## src/core/pxb_defines.vh

```
// Purpose: Constants for the priority crossbar port mux
// Assumes: Register index times four gives the AHB byte address
// Notes:   Definitions only
`ifndef PXB_DEFINES_VH
`define PXB_DEFINES_VH

// ****************************************
// Register indexes (byte address = 4 x index)
// ****************************************
`define PXB_IDX_PORT      10'h080
`define PXB_IDX_OUT_MODE  10'h0A4
`define PXB_IDX_SKIP      10'h0E1
`define PXB_IDX_ROUTE     10'h0E2
`define PXB_IDX_IN_MODE   10'h0F1
`define PXB_IDX_XBAR      10'h0F3

// ****************************************
// Reset values
// ****************************************
`define PXB_RST_PORT      8'hFF
`define PXB_RST_OUT_MODE  8'h00
`define PXB_RST_SKIP      7'h00
`define PXB_RST_ROUTE     8'h00
`define PXB_RST_IN_MODE   8'hFF
`define PXB_RST_XBAR      8'h00

// ****************************************
// Field positions
// ****************************************
`define PXB_ROUTE_CEX_HI  7
`define PXB_ROUTE_CEX_LO  6
`define PXB_ROUTE_CMPA    5
`define PXB_ROUTE_CMP     4
`define PXB_ROUTE_SYSCK   3
`define PXB_ROUTE_TWB     2
`define PXB_ROUTE_RX      1
`define PXB_ROUTE_TX      0
`define PXB_XBAR_PUD      7
`define PXB_XBAR_EN       6
`define PXB_XBAR_T1       2
`define PXB_XBAR_T0       1
`define PXB_XBAR_ECI      0
`define PXB_XBAR_MASK     8'hC7

// ****************************************
// Fixed serial pins and function codes
// ****************************************
`define PXB_TX_PIN        4
`define PXB_RX_PIN        5
`define PXB_NFUNC         11
`define PXB_F_SDA         4'h0
`define PXB_F_SCL         4'h1
`define PXB_F_CMP         4'h2
`define PXB_F_CMPA        4'h3
`define PXB_F_SYSCK       4'h4
`define PXB_F_COUNTER_MODULE0_PIN        4'h5
`define PXB_F_CEX1        4'h6
`define PXB_F_CEX2        4'h7
`define PXB_F_ECI         4'h8
`define PXB_F_T0          4'h9
`define PXB_F_T1          4'hA
`define PXB_F_TX          4'hB
`define PXB_F_RX          4'hC

`endif

```

## src/core/pxb_crossbar.v

```verilog
// Purpose: Priority crossbar routing peripherals onto an eight-pin port
// Assumes: AHB-Lite slave, single word transfers, no wait states
// Notes:   Routing map is registered one cycle after any setting changes
//
// Notes on behaviour
// - Routable functions ranked in fixed priority, serial port first, pins given in order.
// - Each enabled function takes the lowest free, unskipped pin.
// - A pin already given away is passed over for the next function.
// - Skip mask bit set marks that pin as taken.
// - Serial transmit fixed on pin 4, serial receive fixed on pin 5.
// - Two-wire bus claims two pins, data then clock.
// - Leftover pins stay general purpose after assigned functions.
// - Router enable off turns all pin drivers off; each pin keeps its digital or analog input mode.
// - Pull-ups on open-drain pins unless pull-up disable is set.
// - Pull-up off on an open-drain pin driving low.
// - Two-wire bus pins are always open-drain.
// - Analog pins have pull-up, driver and receiver off.
// - Input mode 1 digital, 0 analog; reset gives digital.
// - Counter module field routes zero to three module pins.
// - Route register low six bits enable the listed functions.
// - Third register bits route timer 1, timer 0, counter clock input.
// - Unused bits read zero and ignore writes.
// - Port read returns actual levels of digital-mode pins whatever the routing.
// - Output mode 1 push-pull, 0 open-drain, ignored for analog pins.
// - Port write latches output values; analog pins read 1.
`timescale 1ns/100ps
`default_nettype none
`include "pxb_defines.vh"

module pxb_crossbar (
  // Clock and reset
  input  wire        hclk,
  input  wire        hresetn,
  // AHB-Lite slave
  input  wire        hsel,
  input  wire [31:0] haddr,
  input  wire [1:0]  htrans,
  input  wire        hwrite,
  input  wire [2:0]  hsize,
  input  wire [31:0] hwdata,
  input  wire        hready,
  output wire        hreadyout,
  output wire        hresp,
  output reg  [31:0] hrdata,
  // Port pins
  input  wire [7:0]  pin_in,
  output wire [7:0]  pin_out,
  output wire [7:0]  pin_oe_n,
  output wire [7:0]  pin_pullup_en,
  output wire [7:0]  pin_dig_in_en,
  // Peripheral outputs
  input  wire        serial_tx,
  input  wire        twb_sda_out,
  input  wire        twb_scl_out,
  input  wire        comparator_output,
  input  wire        comparator_async_out,
  input  wire        sysclk_inv,
  input  wire [2:0]  counter_module_out,
  // Peripheral inputs
  output wire        serial_rx,
  output wire        twb_sda_in,
  output wire        twb_scl_in,
  output wire [2:0]  counter_module_in,
  output wire        counter_external_clock_in,
  output wire        timer0_in,
  output wire        timer1_in
);

  // ****************************************
  // Registers
  // ****************************************
  reg [7:0]  port_latch_r;
  reg [7:0]  pin_output_mode_r;
  reg [6:0]  pin_skip_bits_r;
  reg [7:0]  route_r;
  reg [7:0]  pin_input_mode_r;
  reg [7:0]  xbar_r;
  reg [7:0]  pin_s1_r;
  reg [7:0]  pin_s2_r;
  reg        dph_wr_r;
  reg [9:0]  dph_idx_r;
  reg [31:0] owner_r;
  reg [7:0]  owned_r;

  wire       router_enable;
  wire       pullup_disable;
  wire [1:0] counter_module_route_field;
  wire       addr_ok;
  wire [7:0] pin_level;

  assign router_enable              = xbar_r[`PXB_XBAR_EN];
  assign pullup_disable             = xbar_r[`PXB_XBAR_PUD];
  assign counter_module_route_field = route_r[`PXB_ROUTE_CEX_HI:`PXB_ROUTE_CEX_LO];

  // ****************************************
  // AHB-Lite slave
  // ****************************************
  assign hreadyout = 1'b1;
  assign hresp     = 1'b0;
  assign addr_ok   = hsel & hready & htrans[1];

  // Pin synchroniser
  always @(posedge hclk or negedge hresetn) begin
    if (!hresetn) begin
      pin_s1_r <= 8'h00;
      pin_s2_r <= 8'h00;
    end else begin
      pin_s1_r <= pin_in;
      pin_s2_r <= pin_s1_r;
    end
  end

  // Receiver off reads 1 on analog pins
  assign pin_level = pin_s2_r | ~pin_input_mode_r;

  function [7:0] read_reg;
    input [9:0] idx;
    begin
      case (idx)
        `PXB_IDX_PORT:     read_reg = pin_level;
        `PXB_IDX_OUT_MODE: read_reg = pin_output_mode_r;
        `PXB_IDX_SKIP:     read_reg = {1'b0, pin_skip_bits_r};
        `PXB_IDX_ROUTE:    read_reg = route_r;
        `PXB_IDX_IN_MODE:  read_reg = pin_input_mode_r;
        `PXB_IDX_XBAR:     read_reg = xbar_r & `PXB_XBAR_MASK;
        default:           read_reg = 8'h00;
      endcase
    end
  endfunction

  // Address phase capture and read data
  always @(posedge hclk or negedge hresetn) begin
    if (!hresetn) begin
      dph_wr_r  <= 1'b0;
      dph_idx_r <= 10'h000;
      hrdata    <= 32'h0000_0000;
    end else if (hready) begin
      dph_wr_r  <= addr_ok & hwrite;
      dph_idx_r <= haddr[11:2];
      if (addr_ok && !hwrite) begin
        hrdata <= {24'h00_0000, read_reg(haddr[11:2])};
      end
    end
  end

  // Data phase writes
  always @(posedge hclk or negedge hresetn) begin
    if (!hresetn) begin
      port_latch_r      <= `PXB_RST_PORT;
      pin_output_mode_r <= `PXB_RST_OUT_MODE;
      pin_skip_bits_r   <= `PXB_RST_SKIP;
      route_r           <= `PXB_RST_ROUTE;
      pin_input_mode_r  <= `PXB_RST_IN_MODE;
      xbar_r            <= `PXB_RST_XBAR;
    end else if (dph_wr_r) begin
      case (dph_idx_r)
        `PXB_IDX_PORT:     port_latch_r      <= hwdata[7:0];
        `PXB_IDX_OUT_MODE: pin_output_mode_r <= hwdata[7:0];
        `PXB_IDX_SKIP:     pin_skip_bits_r   <= hwdata[6:0];
        `PXB_IDX_ROUTE:    route_r           <= hwdata[7:0];
        `PXB_IDX_IN_MODE:  pin_input_mode_r  <= hwdata[7:0];
        `PXB_IDX_XBAR:     xbar_r            <= hwdata[7:0] & `PXB_XBAR_MASK;
        default:           xbar_r            <= xbar_r;
      endcase
    end
  end

  // ****************************************
  // Priority assignment
  // ****************************************
  wire [`PXB_NFUNC-1:0] func_en;
  wire [7:0]            taken;
  wire [31:0]           owner_nxt;
  wire [7:0]            owned_nxt;
  wire                  tx_en;
  wire                  rx_en;

  assign tx_en = route_r[`PXB_ROUTE_TX];
  assign rx_en = route_r[`PXB_ROUTE_RX];

  // Priority order: bus data, bus clock, comparator, async comparator,
  // inverted clock, counter modules, counter clock, timer 0, timer 1
  assign func_en = {
    xbar_r[`PXB_XBAR_T1],
    xbar_r[`PXB_XBAR_T0],
    xbar_r[`PXB_XBAR_ECI],
    counter_module_route_field == 2'b11,
    counter_module_route_field[1],
    counter_module_route_field != 2'b00,
    route_r[`PXB_ROUTE_SYSCK],
    route_r[`PXB_ROUTE_CMPA],
    route_r[`PXB_ROUTE_CMP],
    route_r[`PXB_ROUTE_TWB],
    route_r[`PXB_ROUTE_TWB]
  };

  // Fixed serial pins are reserved before the priority walk
  assign taken = {1'b0, pin_skip_bits_r}
               | ({7'h00, tx_en} << `PXB_TX_PIN)
               | ({7'h00, rx_en} << `PXB_RX_PIN);

  pxb_assign #(
    .NFUNC (`PXB_NFUNC),
    .NPIN  (8)
  ) u_assign (
    .func_en    (func_en),
    .taken      (taken),
    .owner_flat (owner_nxt),
    .owned      (owned_nxt)
  );

  // Map recomputed every cycle from current settings
  always @(posedge hclk or negedge hresetn) begin
    if (!hresetn) begin
      owner_r <= 32'h0000_0000;
      owned_r <= 8'h00;
    end else begin
      owner_r <= owner_nxt;
      owned_r <= owned_nxt;
      if (tx_en) begin
        owner_r[`PXB_TX_PIN*4+:4] <= `PXB_F_TX;
        owned_r[`PXB_TX_PIN]      <= 1'b1;
      end
      if (rx_en) begin
        owner_r[`PXB_RX_PIN*4+:4] <= `PXB_F_RX;
        owned_r[`PXB_RX_PIN]      <= 1'b1;
      end
    end
  end

  // ****************************************
  // Function decode
  // ****************************************
  function fn_is_out;
    input [3:0] code;
    begin
      case (code)
        `PXB_F_ECI, `PXB_F_T0, `PXB_F_T1, `PXB_F_RX: fn_is_out = 1'b0;
        default:                                     fn_is_out = 1'b1;
      endcase
    end
  endfunction

  // Routed output value, indexed by function code
  function fn_val;
    input [3:0]  code;
    input [15:0] vec;
    begin
      fn_val = vec[code];
    end
  endfunction

  // Level of the pin owned by a function, idle high when unrouted
  function pick_in;
    input [3:0]  code;
    input [7:0]  own_map;
    input [31:0] owner;
    input [7:0]  lvl;
    integer      p;
    begin
      pick_in = 1'b1;
      for (p = 0; p < 8; p = p + 1) begin
        if (own_map[p] && owner[p*4+:4] == code) begin
          pick_in = lvl[p];
        end
      end
    end
  endfunction

  // ****************************************
  // Live routing
  // ****************************************
  // Sources reach the functions as arguments, so every change
  // re-evaluates the assignments that call them
  wire [15:0] fn_out_vec;
  wire [7:0]  live_own;

  assign live_own   = owned_r & {8{router_enable}};
  assign fn_out_vec = {
    4'hF,                   // Receive and unused codes
    serial_tx,
    1'b1,                   // Timer 1 input
    1'b1,                   // Timer 0 input
    1'b1,                   // Counter clock input
    counter_module_out,
    sysclk_inv,
    comparator_async_out,
    comparator_output,
    twb_scl_out,
    twb_sda_out
  };

  // ****************************************
  // Pin drive
  // ****************************************
  genvar g;
  generate
    for (g = 0; g < 8; g = g + 1) begin : g_pin
      wire [3:0] own;
      wire       twb_pin;
      wire       od;
      wire       val;
      wire       drives;

      assign own     = owner_r[g*4+:4];
      assign twb_pin = owned_r[g] & (own == `PXB_F_SDA | own == `PXB_F_SCL);
      assign od      = ~pin_output_mode_r[g] | twb_pin;
      assign val     = owned_r[g] ? fn_val(own, fn_out_vec) : port_latch_r[g];
      assign drives  = router_enable
                     & pin_input_mode_r[g]
                     & (owned_r[g] ? fn_is_out(own) : 1'b1)
                     & (od ? ~val : 1'b1);
      assign pin_out[g]       = val;
      assign pin_oe_n[g]      = ~drives;
      assign pin_pullup_en[g] = pin_input_mode_r[g] & ~pullup_disable & od
                              & ~(drives & ~val);
      assign pin_dig_in_en[g] = pin_input_mode_r[g];
    end
  endgenerate

  // ****************************************
  // Peripheral inputs
  // ****************************************
  // Synchronised level of the owning pin
  assign serial_rx                 = pick_in(`PXB_F_RX, live_own, owner_r, pin_level);
  assign twb_sda_in                = pick_in(`PXB_F_SDA, live_own, owner_r, pin_level);
  assign twb_scl_in                = pick_in(`PXB_F_SCL, live_own, owner_r, pin_level);
  assign counter_module_in[0]      = pick_in(`PXB_F_COUNTER_MODULE0_PIN, live_own, owner_r, pin_level);
  assign counter_module_in[1]      = pick_in(`PXB_F_CEX1, live_own, owner_r, pin_level);
  assign counter_module_in[2]      = pick_in(`PXB_F_CEX2, live_own, owner_r, pin_level);
  assign counter_external_clock_in = pick_in(`PXB_F_ECI, live_own, owner_r, pin_level);
  assign timer0_in                 = pick_in(`PXB_F_T0, live_own, owner_r, pin_level);
  assign timer1_in                 = pick_in(`PXB_F_T1, live_own, owner_r, pin_level);

endmodule // pxb_crossbar

`default_nettype wire

```

## src/core/pxb_assign.v

```verilog
// Purpose: Priority pin assignment for the crossbar
// Assumes: Function bit 0 has the highest priority
// Notes:   Purely combinational
`timescale 1ns/100ps
`default_nettype none

module pxb_assign #(
  parameter NFUNC = 11,
  parameter NPIN  = 8
) (
  // Requests
  input  wire [NFUNC-1:0]  func_en,
  input  wire [NPIN-1:0]   taken,
  // Result
  output reg  [NPIN*4-1:0] owner_flat,
  output reg  [NPIN-1:0]   owned
);

  // ****************************************
  // Lowest free pin per function
  // ****************************************
  integer    f;
  integer    p;
  reg [NPIN-1:0] used;
  reg        found;

  always @* begin
    used       = taken;
    owned      = {NPIN{1'b0}};
    owner_flat = {(NPIN*4){1'b0}};
    found      = 1'b0;
    for (f = 0; f < NFUNC; f = f + 1) begin
      found = 1'b0;
      if (func_en[f]) begin
        for (p = 0; p < NPIN; p = p + 1) begin
          if (!found && !used[p]) begin
            used[p]           = 1'b1;
            owned[p]          = 1'b1;
            owner_flat[p*4+:4] = f[3:0];
            found             = 1'b1;
          end
        end
      end
    end
  end

endmodule // pxb_assign

`default_nettype wire

```

## config.mk

```make
export PLATFORM = sky130hd
export DESIGN_NAME = pxb_crossbar
export DESIGN_NICKNAME = d
export VERILOG_FILES = /design/src/core/pxb_crossbar.v /design/src/core/pxb_assign.v
export VERILOG_INCLUDE_DIRS = /design/src /design/src/core
export SDC_FILE = /design/constraint.sdc
export NUM_CORES = 1
export LEC_CHECK = 0
export BUFFER_PORTS_ARGS = -buffer_cell sky130_fd_sc_hd__buf_2
export CAP_MARGIN = 10
export CORE_MARGIN = 2
export CORE_UTILIZATION = 30
export CTS_BUF_LIST = sky130_fd_sc_hd__clkbuf_16
export CTS_CLUSTER_SIZE = 30
export DETAILED_ROUTE_END_ITERATION = 16
export GPL_ROUTABILITY_DRIVEN = 0
export GPL_TIMING_DRIVEN = 1
export PLACE_DENSITY_LB_ADDON = 0.3
export SLEW_MARGIN = 30
export SYNTH_ARGS = -nofsm -noshare
export SYNTH_HDL_FRONTEND = slang
export SYNTH_SLANG_ARGS = --single-unit
```

## constraint.sdc

```tcl
create_clock -name hclk -period 4.6 [get_ports hclk]
set_input_delay 0.46 -clock hclk [delete_from_list [all_inputs] [get_ports hclk]]
set_output_delay 0.46 -clock hclk [all_outputs]
set_load 0.01 [all_outputs]
```

Yosys cells after proc, flatten, opt, wreduce, memory -nomap -nowiden
Cells that the tools add are included.
{"block": "word_totals", "register_bits": 119, "inputBits": 91, "out_inout_bits": 75, "elab_cells": 1095}
{"block": "classes", "order_cmp": 8, "n_eq_ne": 77, "muxes": 547, "bitwise": 121, "n_reduce_logical": 329}
{"cell": "1-bit two-way mux", "n": 433}
{"cell": "32-bit two-way mux", "n": 10}
{"cell": "4-bit two-way mux", "n": 74}
{"cell": "8-bit two-way mux", "n": 21}
{"cell": "1-bit logical NOT", "n": 154}
{"cell": "1-bit logical AND", "n": 150}
{"cell": "4-bit equality test, second input constant", "n": 32}
{"cell": "10-bit by 8-bit equality test with 1-bit output, second input constant", "n": 12}
{"cell": "4-bit by 3-bit equality test with 1-bit output, second input constant", "n": 24}
{"cell": "1-bit bitwise AND", "n": 67}
{"cell": "8-bit one-hot mux with 6 select lines", "n": 1}
{"cell": "4-bit by 5-bit less-than comparator with 1-bit output, second input constant", "n": 8}
{"cell": "1-bit NOT", "n": 33}
{"cell": "1-bit binary-select mux with 4-bit select", "n": 8}
{"cell": "4-bit by 1-bit equality test with 1-bit output, second input constant", "n": 8}
{"cell": "4-bit logical NOT", "n": 8}
{"cell": "4-bit OR reduction", "n": 8}
{"cell": "1-bit OR", "n": 16}
{"cell": "2-bit AND reduction", "n": 7}
{"cell": "8-bit bitwise AND", "n": 1}
{"cell": "8-bit NOT", "n": 1}
{"cell": "8-bit OR", "n": 1}
{"cell": "7-bit by 5-bit OR with 7-bit output", "n": 1}
{"cell": "7-bit by 6-bit OR with 7-bit output", "n": 1}
{"cell": "other kinds (3)", "n": 3}

Logic depth before layout (Yosys ltp)
Gate-level depths: netlist (run 1).
{"block": "logic_depth", "depth_word": 333, "mapped_depth": 15, "depth_no_buf": 12}

By module
Synthesis (run 1) repeated with hierarchy kept, for this count alone.
{"block": "hier_totals", "hier_cells": 1248, "hier_area_um2": 10762.8}
{"module": "pxb_crossbar", "instances": 1, "cells_per_inst": 765, "area_each_um2": 7607.3, "seq_area_each_um2": 2997.9}
{"module": "pxb_assign", "instances": 1, "cells_per_inst": 483, "area_each_um2": 3155.5, "seq_area_each_um2": 0.0}

Least setup slack after synthesis (run 1)
Ideal clock, no wire load.
{"block": "synth_path", "path_kind": "reg2reg", "start": "register route_r[2]", "end": "register owner_r[29]", "setup_time_ns": 0.120, "arrival_ns": 3.253, "required_ns": 4.480, "path_slack_ns": 1.228, "stages_incl_launch_ff": 15, "path_buffers": 2, "synth_period_minus_slack_ns": 3.372, "cell_sequence": "dfrtp_1 > buf_6 > buf_6 > or4_4 > o311ai_4 > or3_1 > nor2_2 > maj3_2 > a211oi_4 > nand3_2 > o21a_1 > o21ai_1 > a21oi_1 > or3_1 > a31o_1"}
{"block": "synth_via", "elab_chain_len": 67, "elab_cells_between_ends": 441, "classes_between": "mux (231); reduce/logical (210)"}
{"element": "start, declared", "line_no": "pxb_crossbar.v:75", "text": "reg [7:0] route_r;"}
{"element": "start signal, assigned", "line_no": "pxb_crossbar.v:152", "text": "route_r <= `PXB_RST_ROUTE;"}
{"element": "start signal, assigned", "line_no": "pxb_crossbar.v:160", "text": "`PXB_IDX_ROUTE: route_r <= hwdata[7:0];"}
{"element": "8-bit two-way mux", "line_no": "pxb_assign.v:34", "text": "if (func_en[f]) begin"}
{"element": "1-bit two-way mux", "line_no": "pxb_assign.v:36", "text": "if (!found && !used[p]) begin"}
{"element": "1-bit two-way mux", "line_no": "pxb_assign.v:34"}
{"element": "1-bit logical NOT", "line_no": "pxb_assign.v:36"}
{"element": "1-bit logical AND", "line_no": "pxb_assign.v:36"}
{"element": "1-bit two-way mux", "line_no": "pxb_assign.v:36"}
{"element": "8-bit two-way mux *", "line_no": "pxb_assign.v:34"}
{"element": "1-bit logical NOT", "line_no": "pxb_assign.v:36"}
{"element": "[... 52 more ...]"}
{"element": "1-bit logical AND", "line_no": "pxb_assign.v:36"}
{"element": "1-bit two-way mux", "line_no": "pxb_assign.v:36"}
{"element": "1-bit two-way mux or 8-bit two-way mux (tied branches)", "line_no": "pxb_assign.v:34"}
{"element": "1-bit logical NOT", "line_no": "pxb_assign.v:36"}
{"element": "1-bit logical AND", "line_no": "pxb_assign.v:36"}
{"element": "4-bit two-way mux", "line_no": "pxb_assign.v:36"}
{"element": "32-bit two-way mux *", "line_no": "pxb_assign.v:34"}
{"element": "via owner_nxt[29]", "line_no": "pxb_crossbar.v:173", "text": "wire [31:0] owner_nxt;"}
{"element": "end signal, assigned", "line_no": "pxb_crossbar.v:218", "text": "owner_r <= owner_nxt;"}
{"element": "end signal, assigned by index", "line_no": "pxb_crossbar.v:221", "text": "owner_r[`PXB_TX_PIN*4+:4] <= `PXB_F_TX;"}
{"element": "end signal, assigned by index", "line_no": "pxb_crossbar.v:225", "text": "owner_r[`PXB_RX_PIN*4+:4] <= `PXB_F_RX;"}
{"element": "end, declared", "line_no": "pxb_crossbar.v:82", "text": "reg [31:0] owner_r;"}
The timed path passes the listed nets; every way through them passes the cells marked *. The select of a mux whose other input is x is not followed.
A chain may end at the register's enable or synchronous reset.

Final worst setup path (run 1)
Same ends and word-level chain as after synthesis.

==> results of run 1 <==
==> routing by layer <==
layer  routed length [um]  vias to the layer above  part of all wire  GRT usage
li1                     -                     4250                 -          -
met4                  814                        0             0.026     0.0668
met5                    0                        -                 0          0
met3                 1520                       43             0.049     0.0162
met1                14300                     4326              0.46      0.258
met2                14400                      335              0.46      0.302
==> flip-flops by register name, indices dropped and copies added (netlist names) <==
signal / cells
owner_r: 32
dph_idx_r: 10
hrdata: 8
owned_r: 8
pin_dig_in_en: 8
pin_output_mode_r: 8
pin_s1_r: 8
pin_s2_r: 8
port_latch_r: 8
route_r: 8
pin_skip_bits_r: 7
xbar_r: 5
dph_wr_r: 1
==> Yosys cell counts (7+ instances only) <==
| library cell | count | share of area |
|---|---|---|
| sky130_fd_sc_hd__nand2_1 | 115 | 0.045 |
| sky130_fd_sc_hd__nor2_1 | 110 | 0.043 |
| sky130_fd_sc_hd__dfrtp_1 | 103 | 0.27 |
| sky130_fd_sc_hd__o21ai_0 | 80 | 0.042 |
| sky130_fd_sc_hd__a21oi_1 | 57 | 0.030 |
| sky130_fd_sc_hd__clkbuf_1 | 49 | 0.019 |
| sky130_fd_sc_hd__mux2i_1 | 49 | 0.051 |
| sky130_fd_sc_hd__mux2_2 | 47 | 0.055 |
| sky130_fd_sc_hd__nand3_1 | 45 | 0.024 |
| sky130_fd_sc_hd__nor3_1 | 42 | 0.022 |
| sky130_fd_sc_hd__buf_4 | 38 | 0.030 |
| sky130_fd_sc_hd__inv_1 | 32 | 0.013 |
| sky130_fd_sc_hd__nand2b_1 | 22 | 0.014 |
| sky130_fd_sc_hd__a211oi_1 | 16 | 0.013 |
| sky130_fd_sc_hd__dfstp_2 | 16 | 0.044 |
| sky130_fd_sc_hd__mux4_2 | 16 | 0.038 |
| sky130_fd_sc_hd__nand4_1 | 16 | 0.010 |
| sky130_fd_sc_hd__maj3_1 | 15 | 0.016 |
| sky130_fd_sc_hd__buf_2 | 13 | 0.0068 |
| sky130_fd_sc_hd__nor2b_1 | 13 | 0.0085 |
| sky130_fd_sc_hd__a31oi_1 | 12 | 0.0078 |
| sky130_fd_sc_hd__o211ai_1 | 12 | 0.0094 |
| sky130_fd_sc_hd__or3_1 | 12 | 0.0078 |
| sky130_fd_sc_hd__o21a_1 | 11 | 0.0086 |
| sky130_fd_sc_hd__a221oi_1 | 10 | 0.0091 |
| sky130_fd_sc_hd__nand4b_1 | 10 | 0.0091 |
| sky130_fd_sc_hd__o21ai_1 | 10 | 0.0052 |
| sky130_fd_sc_hd__and3_1 | 8 | 0.0052 |
| sky130_fd_sc_hd__o22ai_1 | 8 | 0.0052 |
| sky130_fd_sc_hd__and2_1 | 7 | 0.0046 |
| sky130_fd_sc_hd__maj3_2 | 7 | 0.0082 |
| sky130_fd_sc_hd__o31ai_1 | 7 | 0.0055 |
==> critical path, cell delays in order (launching register included) <==
cell and delay (ns):
sky130_fd_sc_hd__dfrtp_1 0.68, sky130_fd_sc_hd__buf_4 0.32, sky130_fd_sc_hd__and4_1 0.22, sky130_fd_sc_hd__a21boi_1 0.28
sky130_fd_sc_hd__o22ai_1 0.16, sky130_fd_sc_hd__nor2_1 0.33, sky130_fd_sc_hd__o21ai_0 0.31, sky130_fd_sc_hd__a221oi_1 0.41
sky130_fd_sc_hd__o21a_1 0.46, sky130_fd_sc_hd__nor3_1 0.15, sky130_fd_sc_hd__o21ai_1 0.15, sky130_fd_sc_hd__a21oi_1 0.07
sky130_fd_sc_hd__or3_1 0.34, sky130_fd_sc_hd__a31o_1 0.23
==> power breakdown <==
part / leakage (nW) / internal (mW) / switching [mW] / total (mW)
Clock: 0.281 / 0.798 / 0.505 / 1.30
Combinational: 2.61 / 0.210 / 0.313 / 0.523
Sequential: 1.43 / 1.10 / 0.102 / 1.21
==> cells by family (layout without fill, tap and decap cells) <==
| family | after synthesis | in the layout |
|---|---|---|
| AO/OA/AOI/OAI | 290 | 290 |
| XOR/XNOR | 8 | 8 |
| adder cells (fa/ha/maj) | 22 | 22 |
| buffers and inverters | 139 | 168 |
| flip-flops | 119 | 119 |
| multiplexers | 112 | 112 |
| other | 2 | 26 |
| AND/OR/NAND/NOR | 451 | 451 |
==> cell type report <==
class                           instances  area (um^2)  share of cell area
Clock buffer                           17          425              0.0397
Clock inverter                         15          154              0.0143
Inverter                               32          120              0.0112
Multi-Input combinational cell        909         5960               0.556
Sequential cell                       119         3000               0.280
Tap cell                              402          503              0.0469
Timing Repair Buffer                  104          561              0.0523
==> final timing paths <==
| kind | slack (ns) | startpoint | endpoint |
|---|---|---|---|
| max reg2reg | 0.37 | route_r[2]$_DFFE_PN0P_ | owner_r[29]$_DFF_PN0_ |
| min | 0.10 | hresetn | pin_s1_r[5]$_DFF_PN0_ |
| max | 0.37 | route_r[2]$_DFFE_PN0P_ | owner_r[29]$_DFF_PN0_ |
| min in group hclk | 0.15 | pin_in[6] | pin_s1_r[6]$_DFF_PN0_ |
| max in group asynchronous | 3.57 | hresetn | pin_dig_in_en[0]$_DFFE_PN1P_ |
| min reg2reg | 0.34 | pin_s1_r[4]$_DFF_PN0_ | pin_s2_r[4]$_DFF_PN0_ |
==> stage by stage <==
step	instances	util	power [mW]	setup WS, ns
after floorplan	1167	-	1.58	1.23
after global placement	1566	0.322	1.73	0.551
after detailed placement	1566	0.322	1.74	0.505
after CTS	1598	0.341	3.05	0.466
after global routing	1598	0.341	3.17	0.0324
final	1598	0.341	3.03	0.369
==> metrics.yaml, run 1 <==
status: "finished, final reports clean"
yosysSeqAreaShare: 0.313
power.static_leakage_nw: 4.33
syn-instance-count: 1143
tritoncts: "built"
cts.hold.buffers_added: 0
design.die.area_um2: 33400
critPathKind: "flip-flop to flip-flop"
post_drt_wl_per_cell_um: 19.4
synth.mux.area_fraction: 0.144
finalNetCount: 1274
synth_xor_area_frac: 0.00732
cts.repair.resized: 0
initial_utilization: 0.304
crit_path_max_fanout: 23
clock_insertion_delay_worst_skew_ns: 0.42
floorplan_row_count: 65
synth-compound-area-share: 0.202
synth_top_family_by_area: "simple AND/OR/NAND/NOR gates"
syn-cell-area_um2: 9580
remaining_drc_errors: 0
placedInstanceArea_um2: 10100
grt_setup_unrepaired: "false"
clock_tree.root_cell: "sky130_fd_sc_hd__clkbuf_16"
cts_inserted_buffers: 17
postCtsSetupBuffers: 0
grt_start_max_net_pins: 60
ys_async_sr_fraction: 1.00
synth_area_per_cell_um2: 8.38
worst_setup_path_start_kind: "flip-flop"
setup-tns-final_ns: 0
worst-slew-pin-transition_ns: 0.856
cts.path.max_buffers: 2
timing.final.hold_violations: 0
route.final.wire_length_um: 31000
flow.area_growth_from_synthesis_pct: 12.0
drtPass1Iterations: 6
finalHoldWorstSlack_ns: 0.100
slew_headroom: 0.426
synth_enable_flop_cells: 0
timing.hold.worst.class: "primary input to asynchronous set/reset pin"
antenna_left: 0
core_area_um2: 31500
skew_ns: 0.00810
first_global_vias: 8433
timing.reg2reg.worst_path_depth: 13
yosys.area_share.adder: 0.0239
drt_iter0_markers: 856
critPathCaptureType: "flip-flop"
detail_route.vias_per_cell: 5.60
crit_required_ns: 4.89
drive_above_1_share: 0.213
post_synth_and_or_nand_nor_area_fraction: 0.234
clock.fmax_mhz: 236
clock_sink_count: 119
num_antenna_cells: 0
period_needed_ns: 4.23
seq_cells_post_synth: 119
layout_commonest_cell: "sky130_fd_sc_hd__nand2_1"
most-common-layout-cells: "115 x sky130_fd_sc_hd__nand2_1, 109 x sky130_fd_sc_hd__nor2_1, 103 x sky130_fd_sc_hd__dfrtp_1"
peakVddDrop_uv: 203
synth-warning-count: 0
placement.io_buffers: 89
chipHeight_um: 183
antenna_found_initial: 0
groute.usage.overall: 0.186
yosys_most_used_dff: "sky130_fd_sc_hd__dfrtp_1"
max_cap_violations: 0
slew_viol_final: 0
floorplan.die.width_um: 183
finalSetupViolCount: 0
crit_arrival_ns: 4.53
synth_cell_types: 91
final.fill_count: 3259
number_of_h_tree_branching_levels: 4
postLayoutCellArea_um2: 10700
io_pins: 166
period_share: 0.920
grt_pass1_wl_um: 48400
globalRoute.totalOverflow: 0
dr_total_vias: 8954
p_per_area_nw_per_um2: 283
hpwl_um: 23900
cts.clk_slew.worst_paths_ns: 0.06
(Power assumes the default switching activity.)
==> run 2: changes to the inputs <==
Settings changed: SYNTH_HIERARCHICAL from default to 1.
==> run 2 against run 1 <==
Against the previous run: critical path depth down 1; count of clock-buffer cells in the layout unchanged; clock power down 5%; core utilization down 0.18 points.
==> metrics.yaml, run 2 <==
finalNetCount: 1383  # was 1274
cts.clk_slew.worst_paths_ns: 0.06  # about the same
tritoncts: "built"  # unchanged
power.static_leakage_nw: 4.71  # was 4.33 nW
flow.area_growth_from_synthesis_pct: 11.8  # was 12.0%
hpwl_um: 27900  # was 23900 um
peakVddDrop_uv: 209  # was 203 uV
power.switching_fraction: 0.341  # was 0.304
leading_cell_types_by_count_after_synthesis: "103 x sky130_fd_sc_hd__dfrtp_1, 93 x sky130_fd_sc_hd__nand2_1, 90 x sky130_fd_sc_hd__nor2_1"  # was 115 x sky130_fd_sc_hd__nand2_1, 110 x sky130_fd_sc_hd__nor2_1, 103 x sky130_fd_sc_hd__dfrtp_1
status: "finished, final reports clean"  # unchanged
worst_setup_path_start_kind: "flip-flop"  # unchanged
cts.hold.buffers_added: 0  # unchanged
antenna_left: 0  # unchanged
largest_register_ffs: 32  # unchanged
synth_xor_area_frac: 0.00895  # was 0.00732
regToRegStartpoint: "route_r[2]$_DFFE_PN0P_"  # unchanged
placement.io_buffers: 89  # unchanged
combinationalPowerShare: 0.245  # was 0.172
drt_iter0_markers: 919  # was 856
detail_route.vias_per_cell: 5.86  # was 5.60
skew_ns: 0.0136  # was 0.00810 ns
crit_path_top_delay_cell: "sky130_fd_sc_hd__o311ai_2"  # was sky130_fd_sc_hd__dfrtp_1
num_antenna_cells: 0  # unchanged
timing.hold.worst.class: "primary input to asynchronous set/reset pin"  # unchanged
slew_headroom: 0.387  # was 0.426
power_report.internal_total_mw: 2.20  # was 2.11 mW
chipHeight_um: 193  # was 183 um
yosys.area_share.adder: 0.0227  # was 0.0239
post_synth_and_or_nand_nor_area_fraction: 0.253  # was 0.234
timing.final.hold_violations: 0  # unchanged
drive_above_1_share: 0.216  # was 0.213
io_pins: 166  # unchanged
crit_arrival_ns: 4.53  # about the same
wl_met1_um: 15500  # was 14300 um
placedInstanceArea_um2: 11500  # was 10100 um^2
area.sequential_um2: 3000  # about the same
drtPass1Iterations: 6  # unchanged
setup-tns-final_ns: 0  # unchanged
synth.mux.area_fraction: 0.103  # was 0.144
reg_with_most_ffs: "owner_r"  # unchanged
most-common-layout-cells: "101 x sky130_fd_sc_hd__dfrtp_1, 93 x sky130_fd_sc_hd__nand2_1, 90 x sky130_fd_sc_hd__nor2_1"  # was 115 x sky130_fd_sc_hd__nand2_1, 109 x sky130_fd_sc_hd__nor2_1, 103 x sky130_fd_sc_hd__dfrtp_1
critical_path_cell_by_cell: "buf_12, maj3_2, o311ai_2, o211a_1, o21ai_0, nand2_1, a211oi_2, or3_4, a211o_1, xor2_1, a211oi_1, o21ai_1"  # was buf_4, and4_1, a21boi_1, o22ai_1, nor2_1, o21ai_0, a221oi_1, o21a_1, nor3_1, o21ai_1, a21oi_1, or3_1, a31o_1
clock_insertion_delay_worst_skew_ns: 0.42  # about the same
design.die.area_um2: 37400  # was 33400 um^2
yosys_most_used_dff: "sky130_fd_sc_hd__dfrtp_1"  # unchanged
cts_inserted_buffers: 17  # unchanged
seq_cells_post_synth: 119  # unchanged
crit_required_ns: 4.89  # about the same
place_ws_ns: 0.399  # was 0.505 ns
seqPwrFrac: 0.383  # was 0.398
initial_utilization: 0.303  # was 0.304
groute.usage.overall: 0.184  # was 0.186
clock_tree.root_cell: "sky130_fd_sc_hd__clkbuf_16"  # unchanged
clock_sink_count: 119  # unchanged
core_area_um2: 35500  # was 31500 um^2
final.fill_count: 3650  # was 3259
synth_area_leader_cell: "sky130_fd_sc_hd__dfrtp_1"  # unchanged
postLayoutCellArea_um2: 12000  # was 10700 um^2
length_of_routed_met3_wiring_um: 1730  # was 1520 um
slowest_delay_ns: 0.54  # was 0.68 ns
antenna_found_initial: 1  # was 0
finalSetupViolCount: 0  # unchanged
synth_top_cell_area_share: 0.239  # was 0.269
period_needed_ns: 4.24  # was 4.23 ns
slew_viol_final: 0  # unchanged
route.final.wire_length_um: 35400  # was 31000 um
floorplan_row_count: 69  # was 65
p_per_area_nw_per_um2: 278  # was 283 nW/um^2
clock_power_share: 0.372  # was 0.430
remaining_drc_errors: 0  # unchanged
floorplan.die.width_um: 193  # was 183 um
first_global_vias: 9629  # was 8433
multi_input_gate_area_um2: 7120  # was 5960 um^2
dr.max_layer_used: "met4"  # unchanged
globalRoute.totalOverflow: 0  # unchanged
synth.top_cells.by_area: "sky130_fd_sc_hd__dfrtp_1 24%, sky130_fd_sc_hd__mux2_2 4.0%, sky130_fd_sc_hd__dfstp_2 3.9%"  # was sky130_fd_sc_hd__dfrtp_1 27%, sky130_fd_sc_hd__mux2_2 5.5%, sky130_fd_sc_hd__mux2i_1 5.1%
synth_enable_flop_cells: 0  # unchanged
post_drt_wl_per_cell_um: 20.1  # was 19.4 um
p_switching_mw: 1.14  # was 0.920 mW
yosysSeqAreaShare: 0.279  # was 0.313
setup_slack_ns: 0.357  # was 0.369 ns
ys_async_sr_fraction: 1.00  # unchanged
post-synth-top-count-cell: "sky130_fd_sc_hd__dfrtp_1"  # was sky130_fd_sc_hd__nand2_1
cts.path.max_buffers: 2  # unchanged
period_share: 0.922  # was 0.920
critPathKind: "flip-flop to flip-flop"  # unchanged
synth-warning-count: 6  # was 0
synth_area_per_cell_um2: 8.62  # was 8.38 um^2
setup.worst_path.start: "route_r[2]$_DFFE_PN0P_"  # unchanged
grt_start_max_net_pins: 61  # was 60
syn-cell-area_um2: 10800  # was 9580 um^2
syn-instance-count: 1248  # was 1143
grt_pass1_wl_um: 55200  # was 48400 um
max_cap_violations: 0  # unchanged
synth_top_family_by_area: "compound AO/OA/AOI/OAI gates"  # was simple AND/OR/NAND/NOR gates
routed-wl-met2_um: 16900  # was 14400 um
worst-slew-pin-transition_ns: 0.917  # was 0.856 ns
synth-compound-area-share: 0.261  # was 0.202
grt_setup_unrepaired: "false"  # unchanged
dr_total_vias: 10350  # was 8954
clock.fmax_mhz: 236  # about the same
critPathCaptureType: "flip-flop"  # unchanged
layout_commonest_cell: "sky130_fd_sc_hd__dfrtp_1"  # was sky130_fd_sc_hd__nand2_1
synth_cell_types: 120  # was 91
postCtsSetupBuffers: 0  # unchanged
number_of_h_tree_branching_levels: 4  # unchanged
reg.largest.list: "owner_r: 32 flops, dph_idx_r: 10 flops"  # unchanged
crit_path_max_fanout: 48  # was 23
[run 2: layer usage]
metal  track usage  vias to the layer above
met5             0                        -
met4        0.0769                        0
met3        0.0155                       67
met2         0.309                      392
met1         0.244                     5058
li1              -                     4833
[run 2: power groups by stage]
stage / logic [mW] / registers (mW) / clock network (mW)
after CTS: 0.814 / 1.28 / 1.26
after floorplan: 0.677 / 1.19 / 0
after global routing: 0.898 / 1.30 / 1.30
after detailed placement: 0.810 / 1.29 / 0
final: 0.820 / 1.28 / 1.24
after global placement: 0.802 / 1.29 / 0
[run 2: cell type report]
cell class              count  area share
inverters                  30     0.00936
well taps                 461      0.0480
multi-input cells        1008       0.592
repair buffers            116      0.0551
clock buffers              17      0.0354
clock inverters            15      0.0112
flip-flops and latches    119       0.249
[run 2: cells by family after synthesis]
| kind of cell | count (synthesis) |
|---|---|
| flip-flops | 119 |
| buffers and inverters | 150 |
| AO/OA/AOI/OAI | 373 |
| other | 2 |
| adder cells (fa/ha/maj) | 24 |
| multiplexers | 85 |
| AND/OR/NAND/NOR | 484 |
| XOR/XNOR | 11 |
[run 2: repair_timing]
item | 4_1_cts | 5_1_grt
gates resized for setup | 0 | 1
setup endpoints to repair | 0 | 1
hold endpoints to repair | 0 | 0
[run 2: stage by stage]
stage          instances  utilization  total power [mW]  hold slack, ns
2_1_floorplan       1277            -              1.86           0.164
3_3_place_gp        1734        0.323              2.09           0.333
3_5_place_dp        1734        0.323              2.10           0.340
4_1_cts             1766        0.339              3.35           0.132
5_1_grt             1766        0.339              3.50           0.129
6_report            1766        0.339              3.35          0.0974
[run 2: path summary, 6_finish.rpt]
check,depth (start not counted),slack [ns],endpoint
min in group hclk,1,0.15,pin_s1_r[4]$_DFF_PN0_
worst max register to register,12,0.36,owner_r[29]$_DFF_PN0_
worst min-delay path,1,0.1,pin_s1_r[4]$_DFF_PN0_
max in group asynchronous,2,3.41,route_r[2]$_DFFE_PN0P_
worst max-delay path,12,0.36,owner_r[29]$_DFF_PN0_
worst min register to register,0,0.35,pin_s2_r[0]$_DFF_PN0_
[run 2: worst max-delay path: cells and delay by family, from the launching register on]
kind | cells | cell delay, ns
AO/OA/AOI/OAI | 7 | 2.15
XOR/XNOR | 1 | 0.20
adder cells (fa/ha/maj) | 1 | 0.37
buffers and inverters | 1 | 0.23
flip-flops | 1 | 0.52
AND/OR/NAND/NOR | 2 | 0.63
